--- src/shared/ofc_regs.svh ---
// register offsets, field positions, reset values and octet constants of the overhead channel framer
// Overview of operation
// - plain path sends CRC then one fill octet
// - lowest path sends CRC, four indicators, fill
// - message path adds message octets after fill
// - lowest message path length is count plus six
// - every fill octet is sent as all ones
// - exactly four octets carry indicator bits
// - phase down, defects both ways, power up
// - payload indicators pass through unchanged
// - physical and convergence indicators are active low
// - unused indicator bits are sent as one
// - octets carry phase, defects, ones, payload flags
// - defect octet bits 7-5 flags, rest ones
// - payload octet: first flags high, second low
// - messages framed by flag, fields, FCS, flag
// - message octets only in selected message path
// - message body never exceeds 1028 octets
// - per-path position counter wraps at sequence end
// - indicators to lowest-delay path, ties lowest label
`ifndef OFC_REGS_SVH
`define OFC_REGS_SVH
`define OFC_CTRL_ADDR 8'h00
`define OFC_MSGC_ADDR 8'h04
`define OFC_DELAY_ADDR 8'h08
`define OFC_STAT_ADDR 8'h0c
`define OFC_CTRL_RUN 0
`define OFC_CTRL_DOWN 1
`define OFC_CTRL_MSEL 4
`define OFC_STAT_OVER 0
`define OFC_STAT_UNDER 1
`define OFC_STAT_LOW 4
`define OFC_STAT_AVAIL 6
`define OFC_STAT_STATE 8
`define OFC_CTRL_RESET 32'h0000_0000
`define OFC_SEQ_BASE 2
`define OFC_SEQ_LOW 6
`define OFC_IND_LAST 4
`define OFC_FILL 8'hff
`define OFC_FLAG 8'h7e
`define OFC_FRAME_MAX 11'h404
`endif

--- src/shared/ofc_pkg.sv ---
// types shared by the overhead channel framer
package ofc_pkg;
  typedef logic [7:0] ofc_octet_t;
  typedef enum logic [1:0] {
    fr_idle = 2'b00,
    fr_body = 2'b01,
    fr_drop = 2'b10
  } ofc_fr_state_e;
endpackage : ofc_pkg

--- src/shared/ofc_strm_if.sv ---
// valid/ready octet stream between the framer and its message fifo
`timescale 1ns/1ns
`default_nettype none
interface ofc_strm_if #(
  parameter int W = 9
);
  logic valid;
  logic ready;
  logic [W-1:0] data;
  modport prod (output valid, output data, input ready);
  modport cons (input valid, input data, output ready);
endinterface : ofc_strm_if
`default_nettype wire

--- src/hw/ofc_seq_cnt.sv ---
// per-path overhead sequence position counter
`timescale 1ns/1ns
`default_nettype none
module ofc_seq_cnt #(
  parameter int CW = 12
) (
  input wire logic clk_i, // clock
  input wire logic rst_i, // sync reset
  input wire logic run_i, // counting allowed
  input wire logic adv_i, // one sync octet sent
  input wire logic [CW-1:0] len_i, // sequence length
  output logic [CW-1:0] pos_o // current position
);
  if (CW < 4) begin : g_bad
    $error("ofc_seq_cnt: CW too small");
  end

  // held at zero until the link comes up, so the first octet is always a CRC
  always_ff @(posedge clk_i) begin
    if (rst_i || !run_i) begin
      pos_o <= '0;
    end else if (adv_i) begin
      pos_o <= (pos_o == len_i - CW'(1)) ? '0 : pos_o + CW'(1);
    end
  end

  chk_pos_wraps: assert property (@(posedge clk_i) disable iff (rst_i)
    run_i && adv_i && pos_o == len_i - CW'(1) |=> pos_o == '0)
    else $error("sequence position did not wrap");
  chk_pos_bound: assert property (@(posedge clk_i) disable iff (rst_i)
    run_i && $stable(len_i) |-> pos_o < len_i)
    else $error("sequence position beyond length");
endmodule : ofc_seq_cnt
`default_nettype wire

--- src/hw/ofc_fifo.sv ---
// flip-flop message fifo with valid/ready on both sides
`timescale 1ns/1ns
`default_nettype none
module ofc_fifo #(
  parameter int W = 9,
  parameter int D = 16
) (
  input wire logic clk_i, // clock
  input wire logic rst_i, // sync reset
  ofc_strm_if.cons wr_s, // filling side
  ofc_strm_if.prod rd_s // draining side
);
  localparam int AW = $clog2(D);
  if (D < 2 || (1 << AW) != D) begin : g_bad
    $error("ofc_fifo: depth must be a power of two");
  end

  logic [W-1:0] mem [D];
  logic [AW-1:0] wp;
  logic [AW-1:0] rp;
  logic [AW:0] cnt;
  logic push;
  logic pop;

  assign wr_s.ready = cnt != (AW + 1)'(D);
  assign rd_s.valid = cnt != '0;
  assign rd_s.data = mem[rp];
  assign push = wr_s.valid && wr_s.ready;
  assign pop = rd_s.valid && rd_s.ready;

  always_ff @(posedge clk_i) begin
    if (push) begin
      mem[wp] <= wr_s.data;
    end
  end

  always_ff @(posedge clk_i) begin
    if (rst_i) begin
      wp <= '0;
      rp <= '0;
      cnt <= '0;
    end else begin
      if (push) begin
        wp <= wp + AW'(1);
      end
      if (pop) begin
        rp <= rp + AW'(1);
      end
      cnt <= cnt + (AW + 1)'(push) - (AW + 1)'(pop);
    end
  end

  chk_fifo_fill: assert property (@(posedge clk_i) disable iff (rst_i)
    cnt <= (AW + 1)'(D))
    else $error("fifo count beyond depth");
endmodule : ofc_fifo
`default_nettype wire

--- src/hw/ofc_framer.sv ---
// overhead channel framer: per-path sync octet sequencing and message framing
`timescale 1ns/1ns
`default_nettype none
`include "ofc_regs.svh"
module ofc_framer
  import ofc_pkg::*;
#(
  parameter int NPATH = 4, // latency paths
  parameter int CW = 12, // sequence counter width
  parameter int FDEPTH = 16 // message fifo depth
) (
  input wire logic clk_i, // 50 MHz clock
  input wire logic rst_i, // sync reset, high
  input wire logic [7:0] addr_i, // register byte address
  input wire logic [31:0] wdata_i, // register write data
  input wire logic wr_i, // write strobe
  input wire logic rd_i, // read strobe
  output logic [31:0] rdata_o, // read data, cycle after rd_i
  input wire logic [NPATH-1:0] sync_req_i, // sync octet slot per path
  input wire logic [NPATH*8-1:0] crc_octet_i, // CRC octet per path
  output logic [NPATH-1:0] ovh_valid_o, // overhead octet valid
  output logic [NPATH*8-1:0] ovh_octet_o, // overhead octet per path
  input wire logic [7:0] timing_phase_i, // phase change, downstream
  input wire logic signal_loss_flag_n_i, // loss of signal, low
  input wire logic remote_defect_flag_n_i, // remote defect, low
  input wire logic power_loss_flag_n_i, // loss of power, low
  input wire logic [3:0] payload_indicator_a_i, // first flag, fn 0..3
  input wire logic [3:0] payload_indicator_b_i, // second flag, fn 0..3
  input wire logic msg_valid_i, // message octet offered
  output logic msg_ready_o, // message octet taken
  input wire logic [7:0] msg_data_i, // address..FCS octets
  input wire logic msg_last_i // last octet of a message
);
  if (NPATH < 1 || NPATH > 4) begin : g_bad
    $error("ofc_framer: one to four paths");
  end

  // register file
  logic run;
  logic down;
  logic [1:0] msel;
  logic [CW-1:0] msgc;
  logic [31:0] delay_r;
  logic over_f;
  logic under_f;
  logic set_over;
  logic set_under;

  // configuration frozen when the link comes up
  logic active;
  logic [1:0] low_q;
  logic [1:0] msg_q;
  logic [CW-1:0] msgc_q;
  logic [1:0] next_low;

  // message framing
  ofc_fr_state_e st;
  logic [10:0] fcnt;
  logic [NPATH-1:0] slot_w;
  logic slot;
  ofc_octet_t msg_oct;
  ofc_octet_t ind [1:`OFC_IND_LAST];

  ofc_strm_if #(.W(9)) in_q ();
  ofc_strm_if #(.W(9)) out_q ();

  wire wr_ctrl = wr_i && addr_i == `OFC_CTRL_ADDR;
  wire wr_stat = wr_i && addr_i == `OFC_STAT_ADDR;

  always_ff @(posedge clk_i) begin
    if (rst_i) begin
      run <= 1'(`OFC_CTRL_RESET);
      down <= 1'b0;
      msel <= 2'h0;
    end else if (wr_ctrl) begin
      run <= wdata_i[`OFC_CTRL_RUN];
      down <= wdata_i[`OFC_CTRL_DOWN];
      msel <= wdata_i[`OFC_CTRL_MSEL +: 2];
    end
  end

  always_ff @(posedge clk_i) begin
    if (rst_i) begin
      msgc <= '0;
      delay_r <= 32'h0;
    end else begin
      if (wr_i && addr_i == `OFC_MSGC_ADDR) begin
        msgc <= wdata_i[CW-1:0];
      end
      if (wr_i && addr_i == `OFC_DELAY_ADDR) begin
        delay_r <= wdata_i;
      end
    end
  end

  // write one clears, but a new event in the same cycle keeps the flag
  always_ff @(posedge clk_i) begin
    if (rst_i) begin
      over_f <= 1'b0;
      under_f <= 1'b0;
    end else begin
      over_f <= set_over || (over_f && !(wr_stat && wdata_i[`OFC_STAT_OVER]));
      under_f <= set_under || (under_f && !(wr_stat && wdata_i[`OFC_STAT_UNDER]));
    end
  end

  always_ff @(posedge clk_i) begin
    if (rst_i) begin
      rdata_o <= 32'h0;
    end else if (rd_i) begin
      if (addr_i == `OFC_CTRL_ADDR) begin
        rdata_o <= {26'h0, msel, 2'h0, down, run};
      end else if (addr_i == `OFC_MSGC_ADDR) begin
        rdata_o <= 32'(msgc);
      end else if (addr_i == `OFC_DELAY_ADDR) begin
        rdata_o <= delay_r;
      end else if (addr_i == `OFC_STAT_ADDR) begin
        rdata_o <= {22'h0, st, 1'b0, out_q.valid, low_q, 2'h0, under_f, over_f};
      end else begin
        rdata_o <= 32'h0;
      end
    end
  end

  // lowest delay wins; strict compare keeps the lowest label on ties
  always_comb begin
    next_low = 2'h0;
    for (int i = 1; i < NPATH; i++) begin
      if (delay_r[i*8 +: 8] < delay_r[next_low*8 +: 8]) begin
        next_low = 2'(i);
      end
    end
  end

  // sequence layout is fixed for the whole session, so it is sampled once
  always_ff @(posedge clk_i) begin
    if (rst_i) begin
      active <= 1'b0;
      low_q <= 2'h0;
      msg_q <= 2'h0;
      msgc_q <= '0;
    end else begin
      active <= run;
      if (run && !active) begin
        low_q <= next_low;
        msg_q <= msel;
        msgc_q <= msgc;
      end
    end
  end

  // indicator octets; unused bits stay high
  always_comb begin
    ind[1] = down ? timing_phase_i : `OFC_FILL;
    ind[2] = {signal_loss_flag_n_i, remote_defect_flag_n_i,
              down | power_loss_flag_n_i, 5'h1f};
    ind[3] = `OFC_FILL;
    ind[4] = {payload_indicator_a_i[0], payload_indicator_a_i[1],
              payload_indicator_a_i[2], payload_indicator_a_i[3],
              payload_indicator_b_i[0], payload_indicator_b_i[1],
              payload_indicator_b_i[2], payload_indicator_b_i[3]};
  end

  for (genvar p = 0; p < NPATH; p++) begin : g_path
    logic [CW-1:0] pos;
    logic [CW-1:0] len;
    logic [CW-1:0] mstart;
    logic is_low;
    logic is_msg;
    ofc_octet_t oct;
    ofc_octet_t oct_r;
    logic vld_r;

    assign is_low = low_q == 2'(p);
    assign is_msg = msg_q == 2'(p);
    assign mstart = is_low ? CW'(`OFC_SEQ_LOW) : CW'(`OFC_SEQ_BASE);
    assign len = mstart + (is_msg ? msgc_q : '0);
    assign slot_w[p] = active && sync_req_i[p] && is_msg && pos >= mstart;

    ofc_seq_cnt #(.CW(CW)) u_cnt (
      .clk_i(clk_i),
      .rst_i(rst_i),
      .run_i(active),
      .adv_i(sync_req_i[p]),
      .len_i(len),
      .pos_o(pos)
    );

    always_comb begin
      if (pos == '0) begin
        oct = crc_octet_i[p*8 +: 8];
      end else if (is_low && pos <= CW'(`OFC_IND_LAST)) begin
        oct = ind[pos[2:0]];
      end else if (pos < mstart) begin
        oct = `OFC_FILL;
      end else begin
        oct = msg_oct;
      end
    end

    always_ff @(posedge clk_i) begin
      if (rst_i) begin
        vld_r <= 1'b0;
        oct_r <= 8'h00;
      end else begin
        vld_r <= sync_req_i[p] && active;
        if (sync_req_i[p]) begin
          oct_r <= oct;
        end
      end
    end

    assign ovh_valid_o[p] = vld_r;
    assign ovh_octet_o[p*8 +: 8] = oct_r;

    chk_crc_slot: assert property (@(posedge clk_i) disable iff (rst_i)
      active && sync_req_i[p] && pos == '0 |=> vld_r && oct_r == $past(crc_octet_i[p*8 +: 8]))
      else $error("CRC octet not at position 0");
    chk_fill_ones: assert property (@(posedge clk_i) disable iff (rst_i)
      active && sync_req_i[p] && pos == mstart - CW'(1) |=> oct_r == 8'hff)
      else $error("fill octet not all ones");
    chk_defect_layout: assert property (@(posedge clk_i) disable iff (rst_i)
      active && sync_req_i[p] && is_low && pos == CW'(2)
      |=> oct_r[4:0] == 5'h1f && oct_r[7] == $past(signal_loss_flag_n_i))
      else $error("defect octet layout wrong");
    chk_power_unused: assert property (@(posedge clk_i) disable iff (rst_i)
      active && sync_req_i[p] && is_low && down && pos == CW'(2)
      |=> oct_r[5])
      else $error("unused power loss bit not high");
    chk_phase_octet: assert property (@(posedge clk_i) disable iff (rst_i)
      active && sync_req_i[p] && is_low && pos == CW'(1)
      |=> oct_r == ($past(down) ? $past(timing_phase_i) : 8'hff))
      else $error("phase octet wrong for direction");
    chk_defect_flags: assert property (@(posedge clk_i) disable iff (rst_i)
      active && sync_req_i[p] && is_low && pos == CW'(2)
      |=> oct_r[6] == $past(remote_defect_flag_n_i))
      else $error("remote defect bit not passed as is");
    chk_ind_ones: assert property (@(posedge clk_i) disable iff (rst_i)
      active && sync_req_i[p] && is_low && pos == CW'(3) |=> oct_r == 8'hff)
      else $error("spare indicator octet not all ones");
    // a slot offered before the link is up must not leak an octet
    chk_valid_idle: assert property (@(posedge clk_i) disable iff (rst_i)
      !active |=> !vld_r)
      else $error("octet valid while link down");
    chk_tib_order: assert property (@(posedge clk_i) disable iff (rst_i)
      active && sync_req_i[p] && is_low && pos == CW'(4)
      |=> oct_r[7] == $past(payload_indicator_a_i[0]) && oct_r[0] == $past(payload_indicator_b_i[3]))
      else $error("payload indicator order wrong");
    chk_seq_len: assert property (@(posedge clk_i) disable iff (rst_i)
      active && $stable(active) && is_low && is_msg && sync_req_i[p] && pos == msgc_q + CW'(5)
      |=> pos == '0)
      else $error("combined path sequence length wrong");
    chk_open_flag: assert property (@(posedge clk_i) disable iff (rst_i)
      slot_w[p] && st == fr_idle |=> oct_r == 8'h7e)
      else $error("idle message slot not a flag");
    cov_wrap: cover property (@(posedge clk_i) disable iff (rst_i)
      active && sync_req_i[p] && pos == len - CW'(1));
  end

  assign slot = |slot_w;

  // source to fifo; its ready is the back-pressure seen by the message source
  assign in_q.valid = msg_valid_i;
  assign in_q.data = {msg_last_i, msg_data_i};
  assign msg_ready_o = in_q.ready;

  ofc_fifo #(.W(9), .D(FDEPTH)) u_fifo (
    .clk_i(clk_i),
    .rst_i(rst_i),
    .wr_s(in_q),
    .rd_s(out_q)
  );

  // a drained fifo mid-frame cannot be filled, so the frame is aborted
  assign out_q.ready = (st == fr_body && slot) || st == fr_drop;
  always_comb begin
    if (st == fr_body && out_q.valid) begin
      msg_oct = out_q.data[7:0];
    end else begin
      msg_oct = `OFC_FLAG;
    end
  end

  always_ff @(posedge clk_i) begin
    if (rst_i || !active) begin
      st <= fr_idle;
      fcnt <= 11'h0;
    end else begin
      case (st)
        fr_idle: begin
          if (slot && out_q.valid) begin
            st <= fr_body;
            fcnt <= 11'h0;
          end
        end
        fr_body: begin
          if (slot && !out_q.valid) begin
            st <= fr_drop;
          end else if (slot) begin
            fcnt <= fcnt + 11'h1;
            if (out_q.data[8]) begin
              st <= fr_idle;
            end else if (fcnt == `OFC_FRAME_MAX - 11'h1) begin
              st <= fr_drop;
            end
          end
        end
        fr_drop: begin
          if (out_q.valid && out_q.data[8]) begin
            st <= fr_idle;
          end
        end
        default: begin
          st <= fr_idle;
        end
      endcase
    end
  end

  assign set_over = st == fr_body && slot && out_q.valid && !out_q.data[8]
    && fcnt == `OFC_FRAME_MAX - 11'h1;
  assign set_under = st == fr_body && slot && !out_q.valid;

  chk_msg_path: assert property (@(posedge clk_i) disable iff (rst_i)
    st == fr_body && out_q.ready |-> slot_w[msg_q])
    else $error("message octet outside message path");
  chk_frame_cap: assert property (@(posedge clk_i) disable iff (rst_i)
    st == fr_body |-> fcnt < 11'h404)
    else $error("message frame beyond body limit");
  chk_over_flag: assert property (@(posedge clk_i) disable iff (rst_i)
    set_over |=> over_f && st == fr_drop)
    else $error("oversize frame not rejected");
  chk_under_flag: assert property (@(posedge clk_i) disable iff (rst_i)
    set_under |=> under_f && st == fr_drop)
    else $error("underrun not flagged");
  // the layout is fixed for the session even if the delays are rewritten
  chk_low_stable: assert property (@(posedge clk_i) disable iff (rst_i)
    active && $past(active) |-> $stable(low_q) && $stable(msg_q) && $stable(msgc_q))
    else $error("path layout changed while running");

  cov_frame_done: cover property (@(posedge clk_i) disable iff (rst_i)
    st == fr_body ##1 st == fr_idle);
  cov_oversize: cover property (@(posedge clk_i) disable iff (rst_i) set_over);
  cov_underrun: cover property (@(posedge clk_i) disable iff (rst_i) set_under);
  cov_fifo_full: cover property (@(posedge clk_i) disable iff (rst_i)
    msg_valid_i && !msg_ready_o);
endmodule : ofc_framer
`default_nettype wire

--- config.mk ---
export PLATFORM = sky130hd
export DESIGN_NAME = ofc_framer
export DESIGN_NICKNAME = d
export VERILOG_FILES = /design/src/shared/ofc_pkg.sv /design/src/shared/ofc_strm_if.sv /design/src/hw/ofc_seq_cnt.sv /design/src/hw/ofc_fifo.sv /design/src/hw/ofc_framer.sv
export VERILOG_INCLUDE_DIRS = /design/src /design/src/shared
export SDC_FILE = /design/constraint.sdc
export NUM_CORES = 1
export LEC_CHECK = 0
export BUFFER_PORTS_ARGS = -buffer_cell sky130_fd_sc_hd__buf_2
export CORE_ASPECT_RATIO = 0.7
export CORE_MARGIN = 2
export CORE_UTILIZATION = 65
export DETAILED_ROUTE_END_ITERATION = 6
export GPL_TIMING_DRIVEN = 1
export PLACE_DENSITY = 0.86
export SETUP_SLACK_MARGIN = 0.1
export SLEW_MARGIN = 20
export SYNTH_ARGS = -nofsm -noshare
export SYNTH_HDL_FRONTEND = slang
export SYNTH_HIERARCHICAL = 1
export SYNTH_SLANG_ARGS = --single-unit
--- constraint.sdc ---
create_clock -name clk_i -period 8.5 [get_ports clk_i]
set_input_delay 0.425 -clock clk_i [delete_from_list [all_inputs] [get_ports clk_i]]
set_output_delay 0.425 -clock clk_i [all_outputs]
set_load 0.02 [all_outputs]
# --- After elaboration in Yosys (flattened, before gate mapping) ---
# Memories as Yosys holds them, arrays and structs flattened. A register that Yosys moved wholly into a read port is not among the register bits.
# Cells that the tools add are included.
totals:
  reg_bits: 209
  mem_bits_rw: 144
  in_bits: 109
  elab_cells: 214
  memories: 1
memory_table:
  columns: ["name", "depth", "word_bits", "rd", "rd_clocked_by_memory_dff", "wr", "line_no", "source"]
  rows:
  - ["u_fifo.mem", 16, 9, 1, 1, 1, "ofc_fifo.sv:18", "logic [W-1:0] mem [D];"]
op_classes:
  n_addsub: 17
  magnitude_cmp: 19
  n_eq_ne: 23
  shift: 2
  muxes: 60
  bitwise_logic: 5
  reduce_logical: 58
ops:
  columns: ["cell", "n"]
  rows:
  - ["$mux 8", 22]
  - ["$bmux 8 s3", 4]
  - ["$mux 12", 8]
  - ["$mux 32", 3]
  - ["$shiftx 32x6->8", 2]
  - ["$add 12x1->12 const B", 4]
  - ["$add 3x12->12", 4]
  - ["$eq 12x12->1", 4]
  - ["$ge 12x3->1", 4]
  - ["$le 12x3->1 const B", 4]
  - ["$logic_not 12->1", 4]
  - ["$lt 12x3->1", 4]
  - ["$sub 12x1->12 const B", 4]
  - ["$logic_and 1x1->1", 36]
  - ["$mux 11", 3]
  - ["$lt 8x8->1", 3]
  - ["$pmux 11 s2", 1]
  - ["$eq 8x4->1 const B", 2]
  - ["$ge 4x4->1 const B", 4]
  - ["$mux 2", 8]
  - ["$not 3->4", 4]
  - ["$mux 3", 4]
  - ["$add 11x1->11 const B", 1]
  - ["$eq 11x11->1 const B", 1]
  - ["24 further kinds", 46]

# --- Longest topological paths before layout ---
depth:
  ltp_word: 10
  depth_mapped: 21
  mapped_depth_nobuf: 20

# --- Cells and area by module ---
# The synthesis kept the hierarchy.
by_module_without_submodules:
  columns: ["mod", "instances", "cells_per_inst", "area_each_um2"]
  rows:
  - ["ofc_framer", 1, 1205, 9140.0]
  - ["ofc_fifo", 1, 332, 6428.7]
  - ["ofc_seq_cnt at g_path[2].u_cnt ...", 2, 145, 1097.3]
  - ["ofc_seq_cnt at g_path[0].u_cnt ...", 2, 139, 1048.5]

# --- Worst setup path before layout ---
# No wires, ideal clock.
synth_path:
  kind: "register to register"
  startpoint: "reg delay_r[6]"
  endpoint: "reg low_q[1]"
  arrival_time_ns: 4.511
  path_slack_ns: 3.903
  path_stages_with_launch: 22
  n_path_buf: 1
  synth_period_minus_slack_ns: 4.597
  path_cell_list: "dfxtp_1 > inv_1 > ha_1 > and4_1 > o21ai_1 > o21ai_2 > mux2i_1 > ha_1 > a211oi_1 > nor2_1 > or3_1 > or2_1 > o31a_1 > buf_2 > mux2_1 > ha_1 > a21o_1 > a21oi_1 > o211ai_1 > a22o_1 > a31o_2 > a211oi_1"
synth_via:
  elab_chain_cells: 8
synth_rtl:
  columns: ["item", "line_no", "source"]
  rows:
  - ["start: declaration", "ofc_framer.sv:43", "logic [31:0] delay_r;"]
  - ["start signal: assignment", "ofc_framer.sv:91", "delay_r <= wdata_i;"]
  - ["$lt 8x8->1", "ofc_framer.sv:129", "if (delay_r[i*8 +: 8] < delay_r[next_low*8 +: 8]) begin"]
  - ["$mux 1", "ofc_framer.sv:129", null]
  - ["$shiftx 32x6->8", "ofc_framer.sv:129", null]
  - ["$lt 8x8->1", "ofc_framer.sv:129", null]
  - ["$mux 2", "ofc_framer.sv:129", null]
  - ["$shiftx 32x6->8", "ofc_framer.sv:129", null]
  - ["$lt 8x8->1", "ofc_framer.sv:129", null]
  - ["$mux 2 *", "ofc_framer.sv:129", null]
  - ["end signal: assignment", "ofc_framer.sv:145", "low_q <= next_low;"]
  - ["end: declaration", "ofc_framer.sv:51", "logic [1:0] low_q;"]
# Every way passes the cells marked *; elsewhere a longest branch is shown, timed or not.
# A chain may end at the register's enable or synchronous reset.

# --- Worst setup path in the final report ---
layout_path:
  startpoint: "reg delay_r[1]"
  endpoint: "reg low_q[1]"
# Same word-level chain as after synthesis.

==> out/qor.log <==
INFO  job            drv_cap=0
INFO  yosys          synth_top_area_share=21.77%
INFO  placement      hpwlAfterDp=41,080um
INFO  run_status     run_status=finished with violations
INFO  clock_network  h-tree-depth=2
INFO  critical_path  worst_path_max_delay_cell=sky130_fd_sc_hd__a2111oi_0
INFO  grt            first_pass_grt_wire_length=89,640um
INFO  yosys          number_of_flops_mapped_to_enable_cells_by_yosys=144
INFO  timing         setup-violations-final=0
INFO  yosys          post_synth_design_cell_area=19,860um^2
INFO  yosys          synth.area.top_cells=sky130_fd_sc_hd__edfxtp_1 (22%), sky130_fd_sc_hd__dfxtp_1 (21%), sky130_fd_sc_hd__nand2_1 (5.3%)
INFO  power_and_ir_drop powerDensity=172.7nW/um^2
INFO  route          routed_wl=58,010um
INFO  route          first_iter_violations=2,443
INFO  yosys          mapped_nets=2,268
INFO  route          drtPass1Iterations=7
INFO  yosys          postSynthRegisterBits=357
INFO  route          route.detailed.wl_per_inst=22.01um
INFO  critical_path  critical-path-top-delay-family=compound AO/OA/AOI/OAI gates
INFO  grt            grt_pass1_vias=16,358
INFO  timing         maxClockFrequency=189.9MHz
INFO  clock_network  ctsHoldBuffers=0
INFO  critical_path  worst_setup_path_class=reg2reg
INFO  clock_network  cts-resized-gates=0
INFO  critical_path  worstSetupEndpointType=flop
INFO  cells_and_area num-nets-final=2,360
INFO  die            fp.coreArea=30,040um^2
INFO  timing         final_hold_viol_count=0
INFO  grt            number_of_antenna_violations_at_the_first_check_in_global_routing=0
INFO  power_and_ir_drop power.share.combinational=8.1%
INFO  clock_network  clkLatencyLatePin=550ps
INFO  yosys          synth-warning-count=6
INFO  die            io_pins=178
INFO  timing         setup_total_negative_slack=0ps
INFO  run_status     violated_checks=design-rule violations
INFO  power_and_ir_drop power_frac_clock=43.2%
INFO  timing         setup_repair_after_global_routing_missed_its_margin=false
INFO  clock_network  number_of_buffers_between_clock_root_and_the_deepest_sink=3
INFO  cells_and_area finalCoreUtilization=72.90%
INFO  power_and_ir_drop leakage=7.969nW
INFO  yosys          synth.yosys.seq_area_share=43.24%
INFO  placement      gpl.final_weighted_congestion=1.045
INFO  critical_path  timing.critical_path.required=8940ps
INFO  cells_and_area layout_common_cells=sky130_fd_sc_hd__nand2_1 (280), sky130_fd_sc_hd__dfxtp_1 (211), sky130_fd_sc_hd__a21oi_1 (185), sky130_fd_sc_hd__buf_2 (176), sky130_fd_sc_hd__nor2_1 (172)
INFO  cells_and_area insertedDiodeCount=0
INFO  critical_path  timing.critical_path.from_type=flop
INFO  cells_and_area layout_area_overhead=10.26%
INFO  timing         worst_slew_margin_rel=25.62%
INFO  critical_path  timing.critical_path.cells=inv_1 -> ha_1 -> a2111oi_0 -> o21ai_2 -> mux2i_1 -> ha_1 -> a21oi_1 -> a21oi_1 -> or3_1 -> or2_1 -> o31a_1 -> mux2_1 -> ha_1 -> a21o_1 -> a21oi_1 -> o211ai_1 -> a22o_1 -> a31o_2 -> a211oi_1
INFO  yosys          synthFlopType=sky130_fd_sc_hd__dfxtp_1
INFO  clock_network  cts_num_sinks=357
INFO  grt            grt.overflow.total=0
INFO  timing         slew_violations=0
INFO  grt            global_route.usage.total=35.92%
INFO  die            die_area=31,990um^2
INFO  timing         clock-skew-final=21.46ps
INFO  yosys          post_synth_inst_count=2,105
INFO  timing         worst-slew-pin-transition=1112ps
INFO  clock_network  tritoncts=done
INFO  power_and_ir_drop p_int=2.853mW
INFO  grt            grt_start_max_net_pins=105
INFO  clock_network  cts-root-buf=sky130_fd_sc_hd__clkbuf_16
INFO  die            chipHeight=150.2um
INFO  yosys          synth_largest_area_cell=sky130_fd_sc_hd__edfxtp_1
INFO  yosys          postSynth.asyncResetShare=0%
INFO  hold_path      min-delay-path-class=in2reg
INFO  die            die-width=212.9um
INFO  timing         fraction_of_the_cycle_the_final_worst_path_needs=61.95%
INFO  cells_and_area layout.cells.most_common=sky130_fd_sc_hd__nand2_1
INFO  critical_path  cpPeakStageDelay=600ps
INFO  clock_network  cts_buffers=35
INFO  timing         finalCriticalPeriod=5266ps
INFO  power_and_ir_drop seqPwrFrac=48.7%
INFO  power_and_ir_drop power.net_switching=0.9283mW
INFO  yosys          synth.avg_cell_area=9.435um^2
INFO  placement      total_of_buffers_placed_on_input_and_output_ports=177
INFO  route          final_antenna_net_count=0
INFO  power_and_ir_drop power.switching_fraction=24.55%
INFO  route          remaining_drc_errors=8
INFO  cells_and_area post_route_cells_drive_above_1_share=14.52%
INFO  yosys          yosysUniqueCellTypes=99
INFO  die            number_of_standard_cell_rows_in_the_floorplan=53
INFO  clock_network  path_clk_slew=60ps
INFO  route          post_drt_via_cell_ratio=6.656
INFO  die            starting_density_of_the_core=66.11%
INFO  power_and_ir_drop vdd.ir_drop.worst=0.2167mV
INFO  critical_path  cp_num_buf_inv=1
INFO  critical_path  worstPathArrival=5710ps
INFO  route          via_count=17,545
INFO  clock_network  cts_post_setup_buffers_inserted=0
INFO  critical_path  crit_path_max_fanout=8
-- cell type report --
cell class	instances	area, um^2
Sequential cell	357	8591
Fill cell	2098	8142
Timing Repair Buffer	187	967.2
Tap cell	412	515.5
Clock inverter	15	196.4
Multi-Input combinational cell	1543	10350
Clock buffer	49	999.7
Inverter	73	274.0
-- state kept, by name, indices dropped and copies added, names as in the netlist, 2 cells and up, named ones only --
signal / cells
msel: 2
g_path.oct_r: 32
g_path.vld_r: 4
low_q: 2
delay_r: 32
u_fifo/wp: 4
g_path.u_cnt/pos_o: 48
rdata_o: 32
msgc_q: 12
u_fifo/cnt: 5
fcnt: 11
u_fifo/mem: 144
u_fifo/rp: 4
msg_q: 2
msgc: 12
st: 2
-- worst paths after layout --
| check | from | end | slack [ps] | cells past startpoint |
|---|---|---|---|---|
| setup / recovery | delay_r[1]$_SDFFE_PP0P_ | low_q[1]$_SDFFE_PP0P_ | 3230 | 19 |
| setup reg to reg | delay_r[1]$_SDFFE_PP0P_ | low_q[1]$_SDFFE_PP0P_ | 3230 | 19 |
| hold / removal | wdata_i[20] | delay_r[20]$_SDFFE_PP0P_ | 120 | 3 |
| hold reg to reg | over_f$_SDFF_PP0_ | over_f$_SDFF_PP0_ | 460 | 2 |
-- metal layers --
metal	global-route usage [%]	part of all wire [%]	up-vias	routed length, um
met5	0	0	-	0
li1	-	-	7873	-
met1	51.68	41	8323	23710
met2	53.49	43	1131	24970
met4	14.06	4.0	0	2315
met3	7.322	12	218	7023
-- stage by stage --
stage | power [mW] | cell area [um^2] | hold WS, ps | std cells | setup slack [ps]
after floorplan | 2.043 | 19860 | 428.8 | 2105 | 3903
after global placement | 2.151 | 20690 | 449.7 | 2571 | 3459
after detailed placement | 2.169 | 20690 | 453.6 | 2571 | 3294
after CTS | 3.778 | 21890 | 119.1 | 2635 | 3285
after global routing | 3.874 | 21900 | 138.0 | 2636 | 2959
final | 3.782 | 21900 | 122.7 | 2636 | 3234
-- power by group through the flow --
stage	clock, mW	sequential [mW]	combinational (mW)
global placement	0	1.88	0.275
global route	1.71	1.84	0.320
finish	1.63	1.84	0.306
detailed placement	0	1.88	0.291
CTS	1.64	1.84	0.295
floorplan	0	1.89	0.157
-- logic make-up after synthesis --
group | after synthesis | share of synthesized area, %
simple gates | 869 | 22.40
compound gates | 444 | 14.99
flops | 357 | 43.24
buf+inv | 205 | 4.719
xor+xnor | 110 | 4.851
mux | 66 | 6.212
fa+ha+maj | 54 | 3.591
-- Yosys cell counts (all sizes together) (7+ instances only) --
master	n
a211oi	30
a21o	8
a21oi	186
a22o	9
a22oi	21
a311oi	14
a31oi	8
and2	25
and3	21
buf	44
clkbuf	87
dfxtp	213
edfxtp	144
ha	49
inv	73
mux2	10
mux2i	16
mux4	40
nand2	280
nand2b	46
nand3	56
nand4	32
nand4b	7
nor2	172
nor2b	43
nor3	64
nor3b	10
nor4	35
o2111ai	10
o211a	7
o211ai	8
o21a	8
o21ai	45
o22ai	9
o311a	12
o311ai	17
or2	13
or3	20
or4	17
xnor2	52
xor2	58
-- worst reg2reg max path: cells and delay by family (launching register included) --
| kind | cells | cell delay (ps) |
|---|---|---|
| DFF | 1 | 370 |
| buffers and inverters | 1 | 60 |
| adders and majority gates | 3 | 940 |
| AOI/OAI and AO/OA | 11 | 2440 |
| muxes | 2 | 720 |
| and+or+nand+nor | 2 | 650 |
No activity file was read; power rests on OpenSTA's default activity.
